### src/omlc_pkg.sv
// ****************************************************************
// constants and types
// ****************************************************************
package omlc_pkg;

  localparam int unsigned ADDR_W = 7;
  localparam int unsigned DATA_W = 16;

  // ****************************************************************
  // register map
  // ****************************************************************
  localparam logic [6:0]  GLOBAL_CTRL_OFFSET      = 7'h00;
  localparam logic [6:0]  OUTPUT_MUTE_LOCK_OFFSET = 7'h01;
  localparam logic [15:0] OUTPUT_MUTE_LOCK_RESET  = 16'h10cb;

  localparam int unsigned GLOBAL_RESET_BIT      = 1;
  localparam int unsigned RESERVED_BIT          = 15;
  localparam int unsigned DELAY_SEED_BIT        = 14;
  localparam int unsigned GLOBAL_READBACK_BIT   = 13;
  localparam int unsigned LOCK_TYPE_BIT         = 12;
  localparam int unsigned B_POLARITY_BIT        = 11;
  localparam int unsigned A_POLARITY_BIT        = 10;
  localparam int unsigned B_SOURCE_BIT          = 9;
  localparam int unsigned A_SOURCE_BIT          = 8;
  localparam int unsigned B_MUTE_BIT            = 7;
  localparam int unsigned A_MUTE_BIT            = 6;
  localparam int unsigned B_BUF_PD_BIT          = 5;
  localparam int unsigned A_BUF_PD_BIT          = 4;
  localparam int unsigned DOUBLER_PD_BIT        = 3;
  localparam int unsigned DIVIDER_LSB           = 0;

  // ****************************************************************
  // state-machine clock divider
  // ****************************************************************
  localparam logic [2:0] DIVIDER_MAX_CODE = 3'h5;
  localparam int unsigned DIV_CNT_W       = 5;

  // bit order matches the register layout, msb first
  typedef struct packed {
    logic       reserved;
    logic       delaySeedTuneEnable;
    logic       globalReadback;
    logic       lockDetectType;
    logic       pathBMutePinPolarity;
    logic       pathAMutePinPolarity;
    logic       pathBMuteSource;
    logic       pathAMuteSource;
    logic       pathBMuteBit;
    logic       pathAMuteBit;
    logic       pathBBufferPowerdown;
    logic       pathABufferPowerdown;
    logic       doublerPowerdown;
    logic [2:0] stateMachineClockDivider;
  } omlc_cfg_t;

  typedef struct packed {
    logic        wrEn;
    logic        rdEn;
    logic [6:0]  addr;
    logic [15:0] wrData;
  } omlc_req_t;

  typedef struct packed {
    logic        valid;
    logic [15:0] data;
  } omlc_rsp_t;

endpackage : omlc_pkg

### src/omlc_path_mute.sv
`timescale 1ns/1ps
// ****************************************************************
// one output path: pin synchroniser and mute selection
// ****************************************************************
module omlc_path_mute (
  input  wire logic clock,
  input  wire logic arst_n,
  input  wire logic mutePin,
  input  wire logic pinPolarity,
  input  wire logic muteSource,
  input  wire logic muteBit,
  output logic      muted
);

  logic pinMeta_r;
  logic pinMeta_nxt;
  logic pinSync_r;
  logic pinSync_nxt;
  logic muted_r;
  logic muted_nxt;

  always_comb begin
    pinMeta_nxt = mutePin;
    pinSync_nxt = pinMeta_r;
    if (muteSource) begin
      muted_nxt = muteBit;
    end else begin
      // polarity one means the pin mutes while low
      muted_nxt = pinSync_r ^ pinPolarity;
    end
  end

  always_ff @(posedge clock or negedge arst_n) begin
    if (!arst_n) begin
      pinMeta_r <= 1'b0;
      pinSync_r <= 1'b0;
      muted_r   <= 1'b1;
    end else begin
      pinMeta_r <= pinMeta_nxt;
      pinSync_r <= pinSync_nxt;
      muted_r   <= muted_nxt;
    end
  end

  assign muted = muted_r;

endmodule : omlc_path_mute

### src/omlc_output_mute_lock_config_reg.sv
`timescale 1ns/1ps
// Behaviour
// - bit 15 reads zero; writes to it are discarded.
// - bit 14 enables delay tuning by seeding the fractional modulator.
// - bit 13 selects readback of written values or live machine values.
// - lock type zero: lock after calibration done and delay timeout expired.
// - lock type one (default): also needs tuning voltage within limits.
// - bit 11 polarity of path B mute pin; one mutes when low.
// - bit 10 polarity of path A mute pin; one mutes when low.
// - bit 9 path B mute source: zero pin, one register bit.
// - bit 8 path A mute source: zero pin, one register bit.
// - bit 7 mutes second RF output when set; default set.
// - bit 6 mutes first RF output when set; default set.
// - bit 5 powers off path B output buffer when set.
// - bit 4 powers off path A output buffer when set.
// - bit 3 powers off doubler when set; default set.
// - bits 2..0 divide reference clock by two to the code; codes 6 and 7 divide by 32, as code 5.
// - global reset bit in register zero restores defaults, self-clearing.
module omlc_output_mute_lock_config_reg (
  input  wire logic                  clock,
  input  wire logic                  arst_n,
  input  wire omlc_pkg::omlc_req_t   regReq,
  input  wire logic [15:0]           liveValue,
  input  wire logic                  calibrationDone,
  input  wire logic                  lockDelayTimeoutDone,
  input  wire logic                  vtuneInLimits,
  input  wire logic                  pathAMutePin,
  input  wire logic                  pathBMutePin,
  output omlc_pkg::omlc_rsp_t        regRsp,
  output logic                       globalReset,
  output logic                       delaySeedTuneEnable,
  output logic                       firstRfOutputMute,
  output logic                       secondRfOutputMute,
  output logic                       pathABufferPowerdown,
  output logic                       pathBBufferPowerdown,
  output logic                       doublerPowerdown,
  output logic                       lockDetect,
  output logic                       stateMachineClockEn
);

  // ****************************************************************
  // register write and global reset
  // ****************************************************************
  omlc_pkg::omlc_cfg_t cfg_r;
  omlc_pkg::omlc_cfg_t cfg_nxt;
  logic                globalReset_r;
  logic                globalReset_nxt;
  logic                wrCfg;
  logic                wrGlobal;

  always_comb begin
    wrCfg    = regReq.wrEn && (regReq.addr == omlc_pkg::OUTPUT_MUTE_LOCK_OFFSET);
    wrGlobal = regReq.wrEn && (regReq.addr == omlc_pkg::GLOBAL_CTRL_OFFSET)
               && regReq.wrData[omlc_pkg::GLOBAL_RESET_BIT];
    cfg_nxt  = cfg_r;
    // a one-cycle pulse models the bit returning to zero by itself
    globalReset_nxt = wrGlobal;
    if (wrGlobal) begin
      cfg_nxt = omlc_pkg::omlc_cfg_t'(omlc_pkg::OUTPUT_MUTE_LOCK_RESET);
    end else if (wrCfg) begin
      cfg_nxt          = omlc_pkg::omlc_cfg_t'(regReq.wrData);
      cfg_nxt.reserved = 1'b0;
    end
  end

  always_ff @(posedge clock or negedge arst_n) begin
    if (!arst_n) begin
      cfg_r         <= omlc_pkg::omlc_cfg_t'(omlc_pkg::OUTPUT_MUTE_LOCK_RESET);
      globalReset_r <= 1'b0;
    end else begin
      cfg_r         <= cfg_nxt;
      globalReset_r <= globalReset_nxt;
    end
  end

  // ****************************************************************
  // readback
  // ****************************************************************
  omlc_pkg::omlc_rsp_t rsp_r;
  omlc_pkg::omlc_rsp_t rsp_nxt;

  always_comb begin
    rsp_nxt.valid = regReq.rdEn;
    rsp_nxt.data  = 16'h0000;
    if (regReq.rdEn && (regReq.addr == omlc_pkg::OUTPUT_MUTE_LOCK_OFFSET)) begin
      if (cfg_r.globalReadback) begin
        rsp_nxt.data = liveValue;
      end else begin
        rsp_nxt.data = 16'(cfg_r);
      end
      rsp_nxt.data[omlc_pkg::RESERVED_BIT] = 1'b0;
    end
  end

  always_ff @(posedge clock or negedge arst_n) begin
    if (!arst_n) begin
      rsp_r <= '0;
    end else begin
      rsp_r <= rsp_nxt;
    end
  end

  // ****************************************************************
  // static controls
  // ****************************************************************
  logic ctlSeed_r;
  logic ctlSeed_nxt;
  logic ctlABufPd_r;
  logic ctlABufPd_nxt;
  logic ctlBBufPd_r;
  logic ctlBBufPd_nxt;
  logic ctlDblrPd_r;
  logic ctlDblrPd_nxt;

  always_comb begin
    ctlSeed_nxt   = cfg_r.delaySeedTuneEnable;
    ctlABufPd_nxt = cfg_r.pathABufferPowerdown;
    ctlBBufPd_nxt = cfg_r.pathBBufferPowerdown;
    ctlDblrPd_nxt = cfg_r.doublerPowerdown;
  end

  always_ff @(posedge clock or negedge arst_n) begin
    if (!arst_n) begin
      ctlSeed_r   <= omlc_pkg::OUTPUT_MUTE_LOCK_RESET[omlc_pkg::DELAY_SEED_BIT];
      ctlABufPd_r <= omlc_pkg::OUTPUT_MUTE_LOCK_RESET[omlc_pkg::A_BUF_PD_BIT];
      ctlBBufPd_r <= omlc_pkg::OUTPUT_MUTE_LOCK_RESET[omlc_pkg::B_BUF_PD_BIT];
      ctlDblrPd_r <= omlc_pkg::OUTPUT_MUTE_LOCK_RESET[omlc_pkg::DOUBLER_PD_BIT];
    end else begin
      ctlSeed_r   <= ctlSeed_nxt;
      ctlABufPd_r <= ctlABufPd_nxt;
      ctlBBufPd_r <= ctlBBufPd_nxt;
      ctlDblrPd_r <= ctlDblrPd_nxt;
    end
  end

  // ****************************************************************
  // output mutes
  // ****************************************************************
  logic pathAMuted;
  logic pathBMuted;

  omlc_path_mute pathAMute (
    .clock       (clock),
    .arst_n      (arst_n),
    .mutePin     (pathAMutePin),
    .pinPolarity (cfg_r.pathAMutePinPolarity),
    .muteSource  (cfg_r.pathAMuteSource),
    .muteBit     (cfg_r.pathAMuteBit),
    .muted       (pathAMuted)
  );

  omlc_path_mute pathBMute (
    .clock       (clock),
    .arst_n      (arst_n),
    .mutePin     (pathBMutePin),
    .pinPolarity (cfg_r.pathBMutePinPolarity),
    .muteSource  (cfg_r.pathBMuteSource),
    .muteBit     (cfg_r.pathBMuteBit),
    .muted       (pathBMuted)
  );

  // ****************************************************************
  // lock detect
  // ****************************************************************
  logic vtuneMeta_r;
  logic vtuneMeta_nxt;
  logic vtuneSync_r;
  logic vtuneSync_nxt;
  logic lock_r;
  logic lock_nxt;
  logic calLock;

  always_comb begin
    vtuneMeta_nxt = vtuneInLimits;
    vtuneSync_nxt = vtuneMeta_r;
    calLock       = calibrationDone && lockDelayTimeoutDone;
    if (cfg_r.lockDetectType) begin
      // comparator checked every cycle, so a drift drops lock three cycles later, after the two-flop synchroniser
      lock_nxt = calLock && vtuneSync_r;
    end else begin
      lock_nxt = calLock;
    end
  end

  always_ff @(posedge clock or negedge arst_n) begin
    if (!arst_n) begin
      vtuneMeta_r <= 1'b0;
      vtuneSync_r <= 1'b0;
      lock_r      <= 1'b0;
    end else begin
      vtuneMeta_r <= vtuneMeta_nxt;
      vtuneSync_r <= vtuneSync_nxt;
      lock_r      <= lock_nxt;
    end
  end

  // ****************************************************************
  // state-machine clock divider
  // ****************************************************************
  logic [4:0] divCnt_r;
  logic [4:0] divCnt_nxt;
  logic       smEn_r;
  logic       smEn_nxt;
  logic [2:0] divCode;
  logic [4:0] divTerm;

  always_comb begin
    // codes 6 and 7 are undefined; clamp to the slowest defined rate
    divCode = cfg_r.stateMachineClockDivider;
    if (divCode > omlc_pkg::DIVIDER_MAX_CODE) begin
      divCode = omlc_pkg::DIVIDER_MAX_CODE;
    end
    divTerm = 5'((6'h01 << divCode) - 6'h01);
    // the host must keep reference over two to the code at or under 50 MHz
    if (divCnt_r >= divTerm) begin
      divCnt_nxt = 5'h00;
      smEn_nxt   = 1'b1;
    end else begin
      divCnt_nxt = divCnt_r + 5'h01;
      smEn_nxt   = 1'b0;
    end
  end

  always_ff @(posedge clock or negedge arst_n) begin
    if (!arst_n) begin
      divCnt_r <= 5'h00;
      smEn_r   <= 1'b0;
    end else begin
      divCnt_r <= divCnt_nxt;
      smEn_r   <= smEn_nxt;
    end
  end

  // ****************************************************************
  // outputs
  // ****************************************************************
  assign regRsp               = rsp_r;
  assign globalReset          = globalReset_r;
  assign delaySeedTuneEnable  = ctlSeed_r;
  assign firstRfOutputMute    = pathAMuted;
  assign secondRfOutputMute   = pathBMuted;
  assign pathABufferPowerdown = ctlABufPd_r;
  assign pathBBufferPowerdown = ctlBBufPd_r;
  assign doublerPowerdown     = ctlDblrPd_r;
  assign lockDetect           = lock_r;
  assign stateMachineClockEn  = smEn_r;

endmodule : omlc_output_mute_lock_config_reg

### config.mk
export PLATFORM = sky130hd
export DESIGN_NAME = omlc_output_mute_lock_config_reg
export DESIGN_NICKNAME = d
export VERILOG_FILES = /design/src/omlc_pkg.sv /design/src/omlc_path_mute.sv /design/src/omlc_output_mute_lock_config_reg.sv
export SDC_FILE = /design/constraint.sdc
export NUM_CORES = 1
export LEC_CHECK = 0
export ABC_AREA = 1
export BUFFER_PORTS_ARGS = -buffer_cell sky130_fd_sc_hd__clkbuf_2
export CORE_ASPECT_RATIO = 0.9
export CORE_MARGIN = 1
export CORE_UTILIZATION = 50
export CTS_CLUSTER_SIZE = 10
export DETAILED_ROUTE_END_ITERATION = 6
export PLACE_DENSITY = 0.79
export SLEW_MARGIN = 20
export SYNTH_ARGS = -nofsm -noshare
export SYNTH_HDL_FRONTEND = slang
export SYNTH_HIERARCHICAL = 1
export SYNTH_SLANG_ARGS = --single-unit
### constraint.sdc
create_clock -name clock -period 1.6 [get_ports clock]
set_input_delay 0.32 -clock clock [delete_from_list [all_inputs] [get_ports clock]]
set_output_delay 0.32 -clock clock [all_outputs]
set_load 0.02 [all_outputs]
==> reports/metrics.sh <==
PATH_CELLS='o21ai_0 -> ha_1 -> nand3_1 -> o21bai_1 -> nand2_2 -> nor2_1'
NUMBER_OF_GLOBAL_ROUTE_VIAS_BEFORE_REPAIR=1664
WIRE_LENGTH_OF_THE_FIRST_GLOBAL_ROUTING_PASS_MM=7.24
TOTALPOWERFINAL_mW=2.72
POST_ROUTE_CELLS_DRIVE_ABOVE_1_SHARE_PCT=34.5
SYNTH_EDF_COUNT=0
FINAL_UTIL_PCT=65.8
CRIT_ARRIVAL_NS=1.71
FLOW.AREA_GROWTH_FROM_SYNTHESIS_PCT=23.0
WORSTSKEWPAIRLATENCY_NS=0.30
CLK_PIN_SLEW_NS=0.09
FINAL_MIN_PERIOD_OVER_CLOCK_PERIOD_PCT=94.9
VDD.IR_DROP.WORST_mV=0.617
YOSYS_CELL_TYPES=27
NUMBER_OF_INPUT_AND_OUTPUT_PORT_BUFFERS_INSERTED=70
MAX-CAP-VIOLATIONS=0
CTSROOTBUFFERMASTER='clkbuf_8'
CHIPWIDTH_UM=72.5
FINALWEIGHTEDCONGESTION=0.783
GR-TOTAL-OVERFLOW=0
CTS_NUM_SINKS=51
GRT_USAGE_PCT=20.1
SYNTHTOPCELLSBYAREA='dfrtp_1 47%, nand2_1 11%, dfstp_2 11%, nand3_1 4.7%, nand3_2 4.0%'
IOPINCOUNT=74
ASYNC_RESET_FF_SHARE_PCT=100
POST-ROUTE-MIN-PERIOD_NS=1.52
POST-SYNTH-TOP-COUNT-CELL='nand2_1'
WL_PER_CELL_UM=11.5
POST-ROUTE-DRC-COUNT=0
DR_TOTAL_VIAS=1776
ROUTE.FINAL.WIRE_LENGTH_MM=4.31
POST_SYNTH_INSTANCE_AREA_UM2=2240
CLOCK_TREE.HTREE_LEVEL_COUNT=2
CTS_BUFFERS=5
PLACED_CELL_AREA_UM2=2660
PWR_DENSITY_CELL_nW_PER_UM2=987
YOSYSWARNINGS=6
PATH_MAX_FANOUT=6
SYNTHESIS.AREA_PER_INSTANCE_UM2=9.41
DRTPASS1ITERATIONS=4
FMAX_MHz=659
FIN_TNS_SETUP_NS=0
NETLIST_TOP_CELLS_COUNT='66 x nand2_1, 42 x dfrtp_1, 24 x inv_1, 21 x nand3_1, 19 x nor2_1'
SYNTH_FF_TYPE='dfrtp_1'
FINAL_DESIGN_AREA_NO_FILL_UM2=2750
FINALNETCOUNT=366
YOSYS.AREA.TOP_TYPE='dfrtp_1'
DIE_AREA_UM2=4750
DRTITER0DRC=124
FINAL_MAX_TRAN_VIOLS=0
ANTENNA_FOUND_INITIAL=0
TRITONCTS='done'
RUN_STATUS='finished clean'
WORST_EP_REQUIRED_TIME_NS=1.79
SYNTHCELLS=238
INITIAL_UTILIZATION_PCT=53.5
YS_SEQ_ELEMENTS=51
ANTENNADIODECOUNT=0
HOLDBUFCOUNTCTS=0
CTS_BUFFER_DEPTH=2
WORST_PATH_MAX_DELAY_CELL='dfstp_2'
CRITICAL_PATH.STARTPOINT_TYPE='register'
HPWL_MM=3.18
SYNTH_NETS=292
SETUP_VIOL=0
SYNTH_SEQUENTIAL_AREA_RATIO_PCT=57.5
CRITICAL_PATH.MAX_STAGE_DELAY_NS=0.58
WORST_SETUP_PATH_END_KIND='register'
AVGVIACOUNTPERCELL=4.76
CORE_AREA_UM2=4180
TIMING_WORST_SETUP_PATH_TYPE='reg2reg'
HP-CLASS='in2async'
POWER_LEAKAGE_nW=1.51
CHIPHEIGHT_UM=65.5
TIMING_HOLD_VIOLATIONS_FINAL=0
LARGEST_REG_FLOPS=16
RSZ0062_AT_GRT='true'
CLOCK_SKEW_NS=0.00587
GRT_MAX_DEGREE=52
SYNTH_TOP_AREA_SHARE_PCT=47.0
FLOORPLAN.ROWS=22
DRTANTENNAVIOLNETS=0
routing by layer:
layer	up-vias	global-route usage, %	share of wire [%]	wire [µm]
li1	895	-	-	-
met2	77	32.1	46	1960
met1	797	26.9	46	1970
met5	-	0	0	0
met3	7	5.06	7.1	307
met4	0	6.86	1.5	65
cell usage in the layout, fill, tap and decap left out, types with 2 or more instances in the layout:
master,Yosys,layout
nand3_2,9,9
dfrtp_1,42,42
dfstp_2,9,9
clkbuf_8,0,6
a21oi_1,16,16
inv_1,24,24
nand2_1,66,65
nand2_2,1,2
nor2_2,3,3
clkbuf_2,0,70
nor2_1,19,19
ha_1,6,6
xor2_1,2,2
buf_4,2,5
nand3_1,21,21
report_power, final:
group	total [mW]	switching, mW	leakage (nW)	internal (mW)
combinational	0.483	0.285	0.802	0.198
sequential	1.48	0.0723	0.655	1.40
clock	0.758	0.404	0.0484	0.355
total	2.72	0.761	1.51	1.96
kinds of logic after synthesis:
family,Yosys count,synth area share (%)
AND/OR/NAND/NOR,122,25.4
flip-flops,51,57.5
buffers and inverters,34,7.15
AO/OA/AOI/OAI,21,5.25
adder cells (fa/ha/maj),6,3.35
XOR/XNOR,3,1.17
other,1,0.168
final timing paths:
check	from	to	slack (ns)	cells after the start
max in group asynchronous	arst_n	cfg_r[7]	1.32	2
min in group clock	pathBMutePin	pathBMute/pinMeta_r	0.12	1
hold / removal	arst_n	divCnt_r[1]	0.001	2
hold reg to reg	pathAMute/pinMeta_r	pathAMute/pinSync_r	0.36	0
setup reg to reg	cfg_r[1]	divCnt_r[0]	0.08	6
setup / recovery	cfg_r[1]	divCnt_r[0]	0.08	6
critical path: cells and delay by family (launching register included):
kind	cells	cell delay, ns
adders and majority gates	1	0.31
DFF	1	0.58
AOI/OAI and AO/OA	2	0.28
and+or+nand+nor	3	0.25
through the flow:
step | setup WS (ns) | instances | hold slack, ns
detailed placement | 0.0411 | 365 | 0.333
floorplan | 0.178 | 238 | 0.0244
CTS | 0.0376 | 373 | 0.000815
global placement | 0.0867 | 365 | 0.329
global route | -0.0148 | 373 | 0.0152
finish | 0.0815 | 373 | 0.00144
final cells by class:
| type | count | area (µm²) |
|---|---|---|
| fillers | 370 | 1430 |
| flip-flops and latches | 51 | 1290 |
| multi-input cells | 153 | 793 |
| repair buffers | 76 | 408 |
| inverters | 25 | 93.8 |
| clock buffers | 7 | 86.3 |
| well taps | 60 | 75.1 |
| clock inverters | 1 | 8.76 |
what timing repair did:
action / CTS / global route
resized for setup: 0 / 2
buffers inserted: 0 / 0
endpoints found under the setup margin: 0 / 5
Note: power is estimated with default switching activity, not from simulation.
